### src/bwwl_regs.svh
// constants for the burst sequencing and wait timing block
`ifndef BWWL_REGS_SVH
`define BWWL_REGS_SVH
`define BWWL_ADDR_REG_CFG 12'h000
`define BWWL_ADDR_REG_CTRL 12'h004
`define BWWL_ADDR_REG_STAT 12'h008
`define BWWL_ADDR_REG_ADDR 12'h00C
`define BWWL_CFG_RESET 16'h1D1F
`define BWWL_BL_LSB 0
`define BWWL_WRAP_BIT 3
`define BWWL_DRV_LSB 4
`define BWWL_WCFG_BIT 8
`define BWWL_WPOL_BIT 10
`define BWWL_LAT_LSB 11
`define BWWL_CODE_BL4 3'h1
`define BWWL_CODE_BL8 3'h2
`define BWWL_CODE_SIXTEEN_WORD_BURST 3'h3
`define BWWL_CODE_THIRTYTWO_WORD_BURST 3'h4
`define BWWL_CODE_CONT 3'h7
`define BWWL_ROW_LAST 8'hFF
`define BWWL_LAT_MIN 3'h2
`define BWWL_LAT_MAX 3'h6
`endif

### src/bwwl_pkg.sv
// types for the burst sequencing and wait timing block
package bwwl_pkg;
    typedef enum logic [3:0] {
        BWWL_IDLE = 4'b0001,
        BWWL_LAT = 4'b0010,
        BWWL_DATA = 4'b0100,
        BWWL_DONE = 4'b1000
    } bwwl_state_t;
    typedef enum logic [1:0] {
        BWWL_DRV_FULL = 2'h0,
        BWWL_DRV_HALF = 2'h1,
        BWWL_DRV_QUARTER = 2'h2,
        BWWL_DRV_RSVD = 2'h3
    } bwwl_drive_t;
endpackage

### src/bwwl_addr_step.sv
// burst address stepper: wrap inside the group or run linearly to row end
`timescale 1ns/100ps
`include "bwwl_regs.svh"
module bwwl_addr_step (
    // current word and settings
    input wire logic [7:0] cur,
    input wire logic [2:0] blen,
    input wire logic wrap,
    // stepped word and end of row flag
    output logic [7:0] nxt,
    output logic row_end
);
    logic [7:0] mask;
    logic [7:0] inc;
    // low-bit mask that covers the burst group
    always_comb begin
        unique case (blen)
            `BWWL_CODE_BL4: mask = 8'h03;
            `BWWL_CODE_BL8: mask = 8'h07;
            `BWWL_CODE_SIXTEEN_WORD_BURST: mask = 8'h0F;
            `BWWL_CODE_THIRTYTWO_WORD_BURST: mask = 8'h1F;
            default: mask = 8'h00;
        endcase
    end
    // continuous bursts never wrap
    always_comb begin
        inc = cur + 8'h01;
        if (wrap && (mask != 8'h00)) begin
            nxt = (cur & ~mask) | (inc & mask);
        end else begin
            nxt = inc;
        end
        // a continuous burst stops at row end even with the wrap bit set
        row_end = (!wrap || (mask == 8'h00)) && (cur == `BWWL_ROW_LAST);
    end
endmodule

### src/bwwl_top.sv
// burst sequencing, wait timing and latency core with an apb register port
//
// Design decisions made here: register access over APB and the address map.
`timescale 1ns/100ps
`include "bwwl_regs.svh"
module bwwl_top (
    // clock and reset
    input wire logic pclk,
    input wire logic presetn,
    // apb slave
    input wire logic psel,
    input wire logic penable,
    input wire logic pwrite,
    input wire logic [11:0] paddr,
    input wire logic [31:0] pwdata,
    output logic [31:0] prdata,
    output logic pready,
    output logic pslverr,
    // burst side
    output logic wait_out,
    output logic data_valid,
    output logic [7:0] word_addr,
    output bwwl_pkg::bwwl_drive_t drive_sel
);
    import bwwl_pkg::*;
    logic [15:0] bus_config_reg, next_cfg;
    bwwl_state_t state, next_state;
    logic [2:0] cnt, next_cnt;
    logic [7:0] word, next_word;
    logic [5:0] left, next_left;
    logic busy_w, next_wait, next_valid, next_ready, next_err;
    logic [31:0] next_rdata;
    logic [7:0] step_word;
    logic step_end;
    logic acc, wr, start, stop;
    logic [2:0] blen;
    logic [2:0] lat;
    logic [5:0] blen_words;
    logic wait_early;

    assign blen = bus_config_reg[`BWWL_BL_LSB +: 3];
    assign lat = bus_config_reg[`BWWL_LAT_LSB +: 3];
    assign acc = psel && penable && !pready;
    assign wr = acc && pwrite;
    assign wait_early = bus_config_reg[`BWWL_WCFG_BIT];

    // words in a fixed burst, zero for continuous
    function automatic logic [5:0] words_of(input logic [2:0] code);
        unique case (code)
            `BWWL_CODE_BL4: words_of = 6'h04;
            `BWWL_CODE_BL8: words_of = 6'h08;
            `BWWL_CODE_SIXTEEN_WORD_BURST: words_of = 6'h10;
            `BWWL_CODE_THIRTYTWO_WORD_BURST: words_of = 6'h20;
            default: words_of = 6'h00;
        endcase
    endfunction
    assign blen_words = words_of(blen);

    bwwl_addr_step u_step (
        .cur(word),
        .blen(blen),
        .wrap(!bus_config_reg[`BWWL_WRAP_BIT]),
        .nxt(step_word),
        .row_end(step_end)
    );

    // apb register file and command strobes
    always_comb begin
        next_cfg = bus_config_reg;
        next_rdata = prdata;
        next_ready = acc;
        next_err = 1'b0;
        start = 1'b0;
        stop = 1'b0;
        if (acc) begin
            next_rdata = 32'h0000_0000;
            unique case (paddr)
                `BWWL_ADDR_REG_CFG: begin
                    if (pwrite) begin
                        next_cfg = pwdata[15:0];
                    end
                    next_rdata = {16'h0000, bus_config_reg};
                end
                `BWWL_ADDR_REG_CTRL: begin
                    start = wr && pwdata[0];
                    stop = wr && pwdata[1];
                end
                `BWWL_ADDR_REG_STAT: next_rdata = {24'h0, 4'(state), 1'b0, cnt};
                `BWWL_ADDR_REG_ADDR: next_rdata = {24'h0, word};
                default: next_err = 1'b1;
            endcase
        end
    end

    // latency count then data phase
    always_comb begin
        next_state = state;
        next_cnt = cnt;
        next_word = word;
        next_left = left;
        busy_w = 1'b1;
        unique case (state)
            BWWL_IDLE: begin
                busy_w = 1'b0;
                if (start && lat >= `BWWL_LAT_MIN && lat <= `BWWL_LAT_MAX) begin
                    next_state = BWWL_LAT;
                    next_cnt = lat;
                    next_word = pwdata[15:8];
                    next_left = blen_words;
                end
            end
            BWWL_LAT: begin
                if (cnt == 3'h0) begin
                    next_state = BWWL_DATA;
                end else begin
                    next_cnt = cnt - 3'h1;
                end
            end
            BWWL_DATA: begin
                busy_w = 1'b0;
                next_word = step_word;
                if (left != 6'h00) begin
                    next_left = left - 6'h01;
                end
                if (step_end || left == 6'h01 || stop) begin
                    next_state = BWWL_DONE;
                end
            end
            BWWL_DONE: next_state = BWWL_IDLE;
        endcase
        if (stop && state != BWWL_DATA) begin
            next_state = BWWL_IDLE;
        end
    end

    // wait leads data by one clock or releases on the same clock as data
    always_comb begin
        next_valid = (state == BWWL_DATA);
        if (wait_early) begin
            next_wait = (next_state != BWWL_DATA) && (next_state != BWWL_IDLE);
        end else begin
            next_wait = busy_w && (state != BWWL_IDLE);
        end
        next_wait = bus_config_reg[`BWWL_WPOL_BIT] ? next_wait : !next_wait;
    end

    // register stage
    always_ff @(posedge pclk or negedge presetn) begin
        if (!presetn) begin
            bus_config_reg <= `BWWL_CFG_RESET;
            state <= BWWL_IDLE;
            cnt <= 3'h0;
            word <= 8'h00;
            left <= 6'h00;
            prdata <= 32'h0000_0000;
            pready <= 1'b0;
            pslverr <= 1'b0;
            wait_out <= 1'b0;
            data_valid <= 1'b0;
            word_addr <= 8'h00;
            drive_sel <= BWWL_DRV_HALF;
        end else begin
            bus_config_reg <= next_cfg;
            state <= next_state;
            cnt <= next_cnt;
            word <= next_word;
            left <= next_left;
            prdata <= next_rdata;
            pready <= next_ready;
            pslverr <= next_err;
            wait_out <= next_wait;
            data_valid <= next_valid;
            word_addr <= word;
            drive_sel <= bwwl_drive_t'(bus_config_reg[`BWWL_DRV_LSB +: 2]);
        end
    end

    // checks
    lat_len_a: assert property (@(posedge pclk) disable iff (!presetn)
        ($rose(state == BWWL_LAT)) |-> (state == BWWL_LAT) [*3])
        else $error("latency shorter than three clocks");
    wait_lead_a: assert property (@(posedge pclk) disable iff (!presetn)
        (wait_early && $rose(state == BWWL_DATA))
        |-> ((wait_out != bus_config_reg[`BWWL_WPOL_BIT]) && !data_valid) ##1 data_valid)
        else $error("data did not follow wait lead");
    wait_follow_a: assert property (@(posedge pclk) disable iff (!presetn)
        (!wait_early && $rose(state == BWWL_DATA)) |-> (wait_out == bus_config_reg[`BWWL_WPOL_BIT])
        ##1 ((wait_out != bus_config_reg[`BWWL_WPOL_BIT]) && data_valid))
        else $error("data not valid on edge after wait release");
    wrap_hold_a: assert property (@(posedge pclk) disable iff (!presetn)
        (state == BWWL_DATA && !bus_config_reg[`BWWL_WRAP_BIT] && blen == `BWWL_CODE_BL4)
        |-> (next_word[7:2] == word[7:2]))
        else $error("wrap changed upper bits");
    row_end_a: assert property (@(posedge pclk) disable iff (!presetn)
        (state == BWWL_DATA && bus_config_reg[`BWWL_WRAP_BIT] && word == 8'hFF)
        |=> (state == BWWL_DONE))
        else $error("linear burst ran past row end");
    drive_a: assert property (@(posedge pclk) disable iff (!presetn)
        ##1 (drive_sel == $past(bus_config_reg[5:4])))
        else $error("drive decode mismatch");
    cfg_ready_a: assert property (@(posedge pclk) disable iff (!presetn)
        (acc) |=> pready)
        else $error("apb not answered");
    burst4_a: assert property (@(posedge pclk) disable iff (!presetn)
        ($rose(state == BWWL_DATA) && left == 6'h04 && !stop) |-> (state == BWWL_DATA) [*4])
        else $error("four word burst cut short");
    idle_valid_a: assert property (@(posedge pclk) disable iff (!presetn)
        (state == BWWL_IDLE && $past(state) == BWWL_IDLE) |=> !data_valid)
        else $error("data valid while idle");
endmodule

### config.mk
export PLATFORM = sky130hd
export DESIGN_NAME = bwwl_top
export DESIGN_NICKNAME = d
export VERILOG_FILES = /design/src/bwwl_pkg.sv /design/src/bwwl_addr_step.sv /design/src/bwwl_top.sv
export VERILOG_INCLUDE_DIRS = /design/src /design/src/src
export SDC_FILE = /design/constraint.sdc
export NUM_CORES = 1
export LEC_CHECK = 0
export BUFFER_PORTS_ARGS = -buffer_cell sky130_fd_sc_hd__buf_2
export CORE_MARGIN = 1.5
export CORE_UTILIZATION = 51
export CTS_BUF_LIST = sky130_fd_sc_hd__clkbuf_2 sky130_fd_sc_hd__clkbuf_4 sky130_fd_sc_hd__clkbuf_8
export CTS_CLUSTER_SIZE = 28
export DETAILED_ROUTE_END_ITERATION = 10
export GPL_TIMING_DRIVEN = 0
export PLACE_DENSITY = 0.84
export REMOVE_ABC_BUFFERS = 1
export SETUP_SLACK_MARGIN = 0.4
export SYNTH_ARGS = -nofsm -noshare
export SYNTH_HDL_FRONTEND = slang
export SYNTH_SLANG_ARGS = --single-unit
### constraint.sdc
create_clock -name pclk -period 2.4 [get_ports pclk]
set_input_delay 0.48 -clock pclk [delete_from_list [all_inputs] [get_ports pclk]]
set_output_delay 0.48 -clock pclk [all_outputs]
set_load 0.005 [all_outputs]
# Yosys cells after proc, flatten, opt, wreduce, memory -nomap -nowiden

Index checks and enable logic that the tools add are counted.

Bits in registers: 83
Bits of input ports: 49
Output and inout bits: 46
Logic and storage cells: 98

$add $sub $neg: 3
Magnitude comparators: 2
Equal/unequal tests: 20
Mux-type cells: 26
Bitwise logic cells: 4
Reduce and logical (&&, ||, !) cells: 31

Operators by type and width:

| cell                | number |
|---|---|
| $pmux 16 s3         | 1 |
| $eq 12x4->1 const B | 2 |
| $pmux 6 s4          | 1 |
| $pmux 5 s4          | 1 |
| $mux 4              | 4 |
| $mux 8              | 2 |
| $pmux 4 s4          | 1 |
| $pmux 8 s2          | 1 |
| $eq 12x3->1 const B | 1 |
| $logic_and 1x1->1   | 12 |
| $logic_not 12->1    | 1 |
| $mux 6              | 2 |
| $pmux 6 s2          | 1 |
| $mux 1              | 9 |
| $reduce_and 3->1    | 3 |
| $add 8x1->8 const B | 1 |
| $and 8x5->8         | 1 |
| $and 8x8->8         | 1 |
| $eq 8x8->1 const B  | 1 |
| $logic_not 8->1     | 1 |
| $ne 4x1->1 const B  | 2 |
| $ne 4x3->1 const B  | 2 |
| $not 5->8           | 1 |
| $or 8x8->8          | 1 |
| other kinds (25)    | 33 |

# Logic depth before layout (Yosys ltp)

Gate-level depths: netlist of the first run.

Depth after elaboration: 16
Mapped depth: 9
Depth with buffers taken out: 9

# By module

From an unflattened synthesis of the first run, not the netlist that was laid out.

Cells, all modules: 315
Area, all modules: 3293.2 um^2

Modules (own cells, without submodules):

| module         | instances | cells an instance | area each (um^2) | sequential area each (um^2) |
|---|---|---|---|---|
| bwwl_top       | 1         | 290               | 3111.7           | 1690.4 |
| bwwl_addr_step | 1         | 25                | 181.4            | 0.0 |

# Least setup slack after synthesis of the first run

Ideal clock, no wire load.

Path kind: input-to-reg
From: in paddr[9]
To: reg wait_out
Library setup time: 0.123 ns
Arrival time: 2.136 ns
Data required time: 2.277 ns
Setup slack: 0.142 ns
Stages on the path: 7
Path buffers: 0
Cell sequence: nor4_2 nand4_1 o41ai_1 a211oi_2 xnor2_1 o41a_1 xnor2_1

Word-level cells in the longest chain between the ends: 13
Elaborated cells on any way between the ends: 19
Those cells by class: 3 x eq/ne; 10 x mux; 6 x reduce/logical

Ends and longest elaborated chain:

| item                                            | RTL line        | text |
|---|---|---|
| start: declaration                              | bwwl_top.sv:14  | `input wire logic [11:0] paddr,` |
| $eq 12x3->1 (*)                                 | bwwl_top.sv:77  | `unique case (paddr)` |
| $mux 1                                          | bwwl_top.sv:77  |  |
| $mux 1                                          | bwwl_top.sv:75  | `if (acc) begin` |
| $logic_and 1x1->1 (no source line) (2 in a row) | -               |  |
| $mux 4                                          | bwwl_top.sv:105 | `` if (start && lat >= `BWWL_LAT_MIN && lat <= `BWWL_LAT_MAX) begin `` |
| $pmux 4 s4                                      | bwwl_top.sv:102 | `unique case (state)` |
| $mux 4 (*)                                      | bwwl_top.sv:131 | `if (stop && state != BWWL_DATA) begin` |
| named net next_state[2]                         | bwwl_top.sv:27  | `bwwl_state_t state, next_state;` |
| $ne 4x3->1 or $ne 4x1->1 (tied branches)        | bwwl_top.sv:140 | `next_wait = (next_state != BWWL_DATA) && (next_state != BWWL_IDLE);` |
| $logic_and 1x1->1 (*)                           | bwwl_top.sv:140 |  |
| $mux 1 (*)                                      | bwwl_top.sv:139 | `if (wait_early) begin` |
| $logic_not 1->1                                 | bwwl_top.sv:144 | `` next_wait = bus_config_reg[`BWWL_WPOL_BIT] ? next_wait : !next_wait; `` |
| $mux 1 (*)                                      | bwwl_top.sv:144 |  |
| named net next_wait                             | bwwl_top.sv:31  | `logic busy_w, next_wait, next_valid, next_ready, next_err;` |
| end signal: assignment                          | bwwl_top.sv:171 | `wait_out <= next_wait;` |
| end: declaration                                | bwwl_top.sv:20  | `output logic wait_out,` |

The timed path passes the listed nets; every way through them passes the cells marked *.
A chain may end at the register's enable or synchronous reset.

# Final worst setup path of the first run

From: reg bus_config_reg[2]
To: reg wait_out

Word-level cells in the longest chain between the ends: 15
Elaborated cells on any way between the ends: 19
Those cells by class: 6 x eq/ne; 6 x mux; 7 x reduce/logical

Ends and longest elaborated chain:

| item                                     | RTL line             | text |
|---|---|---|
| start: declaration                       | bwwl_top.sv:26       | `logic [15:0] bus_config_reg, next_cfg;` |
| start signal: assignment                 | bwwl_top.sv:150      | `` bus_config_reg <= `BWWL_CFG_RESET; `` |
| start signal: assignment                 | bwwl_top.sv:163      | `bus_config_reg <= next_cfg;` |
| $eq 3x3->1, or another cell as far along | bwwl_addr_step.sv:17 | `unique case (blen)` |
| $pmux 5 s4 (*)                           | bwwl_addr_step.sv:17 |  |
| $logic_not 8->1 (*)                      | bwwl_addr_step.sv:34 | `` row_end = (!wrap \|\| (mask == 8'h00)) && (cur == `BWWL_ROW_LAST); `` |
| $logic_or 1x1->1 (*)                     | bwwl_addr_step.sv:34 |  |
| $logic_and 1x1->1 (*)                    | bwwl_addr_step.sv:34 |  |
| $logic_or 1x1->1 (*) (2 in a row)        | bwwl_top.sv:125      | `if (step_end \|\| left == 6'h01 \|\| stop) begin` |
| $mux 4 (*)                               | bwwl_top.sv:125      |  |
| $pmux 4 s4 (*)                           | bwwl_top.sv:102      |  |
| $mux 4 (*)                               | bwwl_top.sv:131      |  |
| named net next_state[3]                  | bwwl_top.sv:27       |  |
| $ne 4x3->1 or $ne 4x1->1 (tied branches) | bwwl_top.sv:140      |  |
| $logic_and 1x1->1 (*)                    | bwwl_top.sv:140      |  |
| $mux 1 (*)                               | bwwl_top.sv:139      |  |
| $logic_not 1->1                          | bwwl_top.sv:144      |  |
| $mux 1 (*)                               | bwwl_top.sv:144      |  |
| named net next_wait                      | bwwl_top.sv:31       |  |

Marks and branches as above.

==> results of run 1 <==
worst max-delay path: cells and delay by family, from the launching register on:
kind / cells / cell delay, ps
xor+xnor: 1 / 140
flops: 1 / 560
compound gates: 5 / 1070
simple gates: 1 / 400
metal layers:
metal / vias up / global-route usage [%]
li1: 1321 / -
met4: 0 / 9.84
met3: 27 / 5.93
met2: 162 / 36.9
met1: 1407 / 33.6
met5: - / 0
timing repair:
action                                  4_1_cts  5_1_grt
endpoints found under the setup margin       43       32
pin swaps                                     4        5
setup buffers                                14       12
gates cloned                                  0        1
gates resized for setup                      14       16
hold buffers                                  0        0
cells in the final DEF (no fill, tap or decap), types with 5 or more instances in the layout:
cell | synthesis | final
buf_2 | 1 | 60
nand3_1 | 6 | 5
o221a_2 | 6 | 6
clkbuf_8 | 0 | 10
a22oi_1 | 7 | 7
buf_4 | 16 | 27
xnor2_1 | 5 | 5
o21ai_0 | 24 | 21
nor2_1 | 21 | 21
nand4_1 | 5 | 5
inv_1 | 11 | 9
nand2_1 | 26 | 25
a22o_1 | 8 | 8
nand2b_1 | 6 | 5
nor3_1 | 10 | 8
dfstp_2 | 11 | 11
and3_1 | 6 | 5
mux2_2 | 19 | 18
a21oi_1 | 8 | 8
dfrtp_1 | 56 | 56
ha_1 | 5 | 5
conb_1 | 1 | 16
power by group through the flow:
| stage | Sequential, mW | Clock, mW | Combinational, mW |
|---|---|---|---|
| final | 1.13 | 1.07 | 0.106 |
| after global routing | 1.13 | 1.13 | 0.118 |
| after CTS | 1.13 | 1.08 | 0.0952 |
| after detailed placement | 1.15 | 0 | 0.0921 |
| after global placement | 1.15 | 0 | 0.0896 |
| after floorplan | 1.15 | 0 | 0.0242 |
metrics by stage:
step | power, mW | TNS (ps) | cell area (sq um) | hold WS (ps)
floorplan | 1.18 | 0 | 3240 | 184
global placement | 1.24 | -9910 | 3650 | 374
detailed placement | 1.25 | -11260 | 3650 | 381
CTS | 2.31 | 0 | 4040 | 250
global route | 2.38 | 0 | 4210 | 295
finish | 2.30 | 0 | 4210 | 232
kinds of logic after synthesis:
family | count (synthesis) | synth area share, %
xor gates and xnor gates | 6 | 1.57
and+or+nand+nor | 101 | 15.8
muxes | 20 | 6.68
DFF | 67 | 50.4
adders and majority gates | 5 | 1.87
AOI/OAI and AO/OA | 81 | 17.4
buffers and inverters | 39 | 6.19
other | 1 | 0.112
layout make-up:
class	instances	area (sq um)
clock inverter	6	88.8
sequential	67	1690
timing repair buffer	88	510
fill	479	2140
inverter	11	47.5
multi-input combinational	230	1640
clock buffer	10	138
tap	77	96.3
how the worst max path moves through the flow:
stage / startpoint / end / depth (start not counted)
after global placement: paddr[9] / bus_config_reg[13] / 6
final: bus_config_reg[2] / wait_out / 7
after floorplan: paddr[9] / wait_out / 7
after CTS: bus_config_reg[2] / wait_out / 7
after global routing: bus_config_reg[2] / wait_out / 7
after detailed placement: paddr[9] / bus_config_reg[7] / 6
==> metrics.md, run 1 <==
| Metric | Value |
|---|---|
| Combinational power share | `4.6%` |
| Vias per std cell | `5.97` |
| DIE AREA | `7070 sq um` |
| Psw | `0.524 mW` |
| Ant. Diodes | `0` |
| Worst endpoint data arrival time | `2530 ps` |
| Die Wd | `84.1 microns` |
| Max Used Layer | `met4` |
| Cell count after synthesis | `320` |
| Drt total wl | `8460 microns` |
| Yosys top cell area share | `41.8%` |
| Peak Freq | `438 MHz` |
| Crit share post-route | `95.2%` |
| Critical R2R Launch | `bus_config_reg[2]` |
| Max H-tree Level | `3` |
| CP startpoint kind | `flip-flop` |
| Leading area contributor after synthesis | `dfrtp_1` |
| Slew @ Worst Pin | `812 ps` |
| # DRC | `0` |
| Cell types with the highest counts after synthesis | `dfrtp_1, nand2_1, o21ai_0` |
| RSZ-0062 raised after global routing | `true` |
| Met3 wire length | `736 microns` |
| Die Y | `84.1 microns` |
| Largest stage delay, worst path | `560 ps` |
| Gpl congestion | `0.884` |
| CTS buffer count | `9` |
| Cell Pwr Density | `547 nW/um^2` |
| Register area share after synthesis | `50.4%` |
| Core area | `6350 sq um` |
| Pint | `1.78 mW` |
| HPWL Detailed | `5390 microns` |
| Vias in the first global route | `2707` |
| Worst path slowest cell | `dfstp_2` |
| Max cap viols | `0` |
| Count leader, synth | `dfrtp_1` |
| First-pass GRT wire length | `13500 microns` |
| VDD IR-drop max | `0.493 mV` |
| Layout cells sized above 1 | `40.5%` |
| Fin util | `66.3%` |
| Placed insts | `446` |
| Most used DFF post-synth | `dfrtp_1` |
| FF+latch count, synth | `67` |
| CTS tree | `yes` |
| Post-DRT Antenna Nets | `0` |
| Critical path capture point type | `flip-flop` |
| Clk network pwr share | `46.2%` |
| Post-Syn Area per Cell | `10.5 sq um` |
| Layout Skew | `12.3 ps` |
| Worst Path Required | `2640 ps` |
| LEAKAGE | `2.07 nW` |
| Final nets | `461` |
| Clk slew on worst S/H paths | `70 ps` |
| CP max FO | `3` |
| Crit-path cells | `or3b_4 -> a21oi_4 -> o31ai_2 -> o21ai_1 -> o31ai_1 -> o41a_1 -> xnor2_1` |
| Post-synth EDFFs | `0` |
| Final setup viols | `0` |
| R2r setup slk | `120 ps` |
| Area Growth Syn to Fin | `25.6%` |
| Vias | `2917` |
| Port bufs | `62` |
| Reg2reg end | `wait_out` |
| Hold WC Path Type | `in -> async` |
| Final Non-Filler Cells | `489` |
| Reg power frac | `49.2%` |
| Routed length on met1 | `3600 microns` |
| Rows | `29` |
| Final WS setup | `116 ps` |
| Total gr overflow | `0` |
| CTS root buf | `clkbuf_8` |
| Async set-reset flop share out of synthesis | `100%` |
| Clock latency on the worst-skew pair | `350 ps` |
| Metal2 WL | `3870 microns` |
| DR pass1 iterations | `6` |
| Pre-CTS setup slack | `-555 ps` |
| Worst Reg-to-Reg Cells | `7` |
| Final hold vios | `0` |
| GRT Resource Usage Total | `24.3%` |
| Mapped Area | `3350 sq um` |
| Switching fraction of total power | `22.7%` |
| Ports | `95` |
| Minimum clock period | `2280 ps` |
| Setup CP Type | `reg -> reg` |
| Clock tree buffer depth | `2` |
| Status | `finished, final reports clean` |
| Post-synth cell types | `55` |
| Max Slew Vio Count | `0` |
| Clock sinks | `67` |
| Max-slew headroom | `45.9%` |
| Drt wl/cell | `17.3 microns` |
| Pin count of the biggest net entering global routing | `68` |
| Synth Warn # | `0` |
| Synth top area cells | `dfrtp_1, dfstp_2, mux2_2, o21ai_0, buf_4` |
| Initial antenna violation count | `0` |
| Drt first-iter violations | `246` |
| Initial Util | `52.8%` |
No activity file was read; power rests on OpenSTA's default activity.
==> inputs of run 2 (changes only) <==
--- a/config.mk
+++ b/config.mk
@@ -8,12 +8,12 @@
 export LEC_CHECK = 0
 export BUFFER_PORTS_ARGS = -buffer_cell sky130_fd_sc_hd__buf_2
 export CORE_MARGIN = 1.5
-export CORE_UTILIZATION = 51
+export CORE_UTILIZATION = 49
 export CTS_BUF_LIST = sky130_fd_sc_hd__clkbuf_2 sky130_fd_sc_hd__clkbuf_4 sky130_fd_sc_hd__clkbuf_8
 export CTS_CLUSTER_SIZE = 28
 export DETAILED_ROUTE_END_ITERATION = 10
 export GPL_TIMING_DRIVEN = 0
-export PLACE_DENSITY = 0.84
+export PLACE_DENSITY = 0.85
 export REMOVE_ABC_BUFFERS = 1
 export SETUP_SLACK_MARGIN = 0.4
 export SYNTH_ARGS = -nofsm -noshare
==> constraint.sdc (replaced) <==
create_clock -name pclk -period 2 [get_ports pclk]
set_input_delay 0.4 -clock pclk [delete_from_list [all_inputs] [get_ports pclk]]
set_output_delay 0.4 -clock pclk [all_outputs]
set_load 0.005 [all_outputs]
==> run 2 against run 1 <==
  * The flow now finishes with violations (setup timing)
  * Utilization rose by 5.6 points
  * First-iteration DRC count rose by 37%
  * Hold slack got worse by 150 ps
  * Die area rose by 3.9%
  * Clock power rose by 9%
  * Routed wire length rose by 24%
  * Power rose by 16%
==> metrics.md, run 2 (synthesis gave the netlist of run 1 again) <==
| Metric | Value |
|---|---|
| Layout cells sized above 1 | `49.3% (+8.8 points)` |
| Area Growth Syn to Fin | `39.3%` |
| CTS tree | `yes` |
| Rows | `29 (unchanged)` |
| Total gr overflow | `0 (unchanged)` |
| Vias in the first global route | `3095 (+14%)` |
| Combinational power share | `5.1% (+0.5 points)` |
| Max Slew Vio Count | `0 (unchanged)` |
| Ant. Diodes | `0 (unchanged)` |
| Max cap viols | `0 (unchanged)` |
| HPWL Detailed | `5430 microns (+0.80%)` |
| Minimum clock period | `2250 ps (-37.9 ps)` |
| Peak Freq | `445 MHz (+1.7%)` |
| Final Non-Filler Cells | `505 (+3.3%)` |
| Fin util | `71.9% (+5.6 points)` |
| CP startpoint kind | `flip-flop` |
| # fillers | `401 (-16%)` |
| Reg power frac | `51.0% (+1.8 points)` |
| Core area | `6490 sq um (+2.3%)` |
| Cell Pwr Density | `571 nW/um^2 (+4.3%)` |
| Psw | `0.680 mW (+30%)` |
| Ports | `95 (unchanged)` |
| Critical path capture point type | `flip-flop` |
| R2r setup slk | `-250 ps (-360 ps)` |
| Vias per std cell | `6.25 (+4.7%)` |
| Tot Pwr | `2.66 mW (+16%)` |
| Crit share post-route | `112% (+17 points)` |
| Final nets | `477 (+3.5%)` |
| CTS root buf | `clkbuf_8` |
| Final instance area | `4670 sq um (+11%)` |
| Max H-tree Level | `3 (unchanged)` |
| Hold WS | `85.0 ps (-147 ps)` |
| Pint | `1.98 mW (+12%)` |
| Worst endpoint data arrival time | `2500 ps (-30 ps)` |
| Drt first-iter violations | `337 (+37%)` |
| CTS buffer count | `9 (unchanged)` |
| Final setup viols | `1 (+1)` |
| Hold Buf Count CTS | `0 (unchanged)` |
| Most common cell after layout, fill and taps aside | `buf_2` |
| Clk network pwr share | `43.9% (-2.3 points)` |
| Max-slew headroom | `52.1% (+6.2 points)` |
| VDD IR-drop max | `0.423 mV (-14%)` |
| Clock tree buffer depth | `2 (unchanged)` |
| Placed insts | `447 (+0.22%)` |
| Status | `complete, but fails checks` |
| Slew @ Worst Pin | `719 ps (-93.5 ps)` |
| Flip-flop and latch area | `1700 sq um (+0.30%)` |
| Clock sinks | `67 (unchanged)` |
| Clk slew on worst S/H paths | `80 ps (about the same)` |
| Switching fraction of total power | `25.5% (+2.8 points)` |
| Hold WC Path Type | `in -> async` |
| # DRC | `0 (unchanged)` |
| Die Y | `85.7 microns (+2.0%)` |
| Multi-input gate area | `1900 sq um (+16%)` |
| Port bufs | `62 (unchanged)` |
| Placement Cell Area | `3670 sq um (+0.48%)` |
| Most frequent cells in the layout | `buf_2, dfrtp_1, buf_4, nand2_1, nor2_1` |
| RSZ-0062 raised after global routing | `true` |
| Post-DRT Antenna Nets | `0 (unchanged)` |
| Initial Util | `51.6% (-1.2 points)` |
| Initial antenna violation count | `0 (unchanged)` |
| Final hold vios | `0 (unchanged)` |
| First-pass GRT wire length | `15800 microns (+17%)` |
| Pin count of the biggest net entering global routing | `37 (-46%)` |
| Die Wd | `85.7 microns (+2.0%)` |
| CP max FO | `3 (unchanged)` |
| Vias | `3155 (+8.2%)` |
| Final WS setup | `-246 ps (-362 ps)` |
| Drt total wl | `10500 microns (+24%)` |
| GRT Resource Usage Total | `28.6% (+4.3 points)` |
| Failing checks | `setup timing` |
| Layout Skew | `7.23 ps (-5.05 ps)` |
| Drt wl/cell | `20.7 microns (+20%)` |
| Gpl congestion | `0.889 (+0.53%)` |
| DIE AREA | `7350 sq um (+3.9%)` |
| Clock latency on the worst-skew pair | `360 ps (about the same)` |
| Worst Path Required | `2250 ps (-390 ps)` |
| LEAKAGE | `2.27 nW (+10%)` |
| DR pass1 iterations | `5 (-1)` |
| Setup CP Type | `reg -> reg` |
run 2: through the flow:
step / setup TNS [ps] / setup slack, ps
after floorplan: -1330 / -178
after global placement: -20830 / -811
after detailed placement: -22800 / -844
after CTS: -181 / -181
after global routing: -563 / -309
final: -246 / -246
run 2: worst max-delay path: stages (launching register included):
cell,delay (ps)
dfstp_2,570
or3b_4,410
a21oi_4,160
o31ai_2,110
a211oi_2,300
xnor2_1,90
o41a_1,350
xnor2_1,140
run 2: final cells by class:
class	count	share of cell area, %
timing repair buffer	104	15.7
tap	77	2.06
inverter	11	0.964
clock buffer	9	2.65
sequential	67	36.3
multi-input combinational	230	40.7
clock inverter	7	1.63
run 2: path summary, 6_finish.rpt:
| path | startpoint | to | depth (start not counted) |
|---|---|---|---|
| min reg2reg | bus_config_reg[4] | drive_sel[0] | 0 |
| min in group pclk | pwdata[5] | bus_config_reg[5] | 2 |
| max in group asynchronous | presetn | bus_config_reg[12] | 2 |
| max | bus_config_reg[2] | wait_out | 7 |
| min | presetn | pready | 1 |
| max reg2reg | bus_config_reg[2] | wait_out | 7 |
run 2: metal layers:
layer | share of wire (%) | track usage [%]
met1 | 38 | 36.0
met2 | 50 | 45.5
met3 | 8.1 | 5.68
met4 | 3.3 | 17.7
met5 | 0 | 0
run 2: power groups by stage:
stage | registers (mW) | logic, mW | clock network [mW]
floorplan | 1.39 | 0.0291 | 0
global placement | 1.38 | 0.108 | 0
detailed placement | 1.38 | 0.116 | 0
CTS | 1.36 | 0.130 | 1.17
global route | 1.36 | 0.151 | 1.23
finish | 1.36 | 0.137 | 1.17
run 2: timing repair:
action / in CTS / in global routing
gates cloned: 2 / 0
pin swaps: 19 / 18
gates resized for setup: 82 / 26
buffers inserted: 31 / 9
setup endpoints to repair: 47 / 45
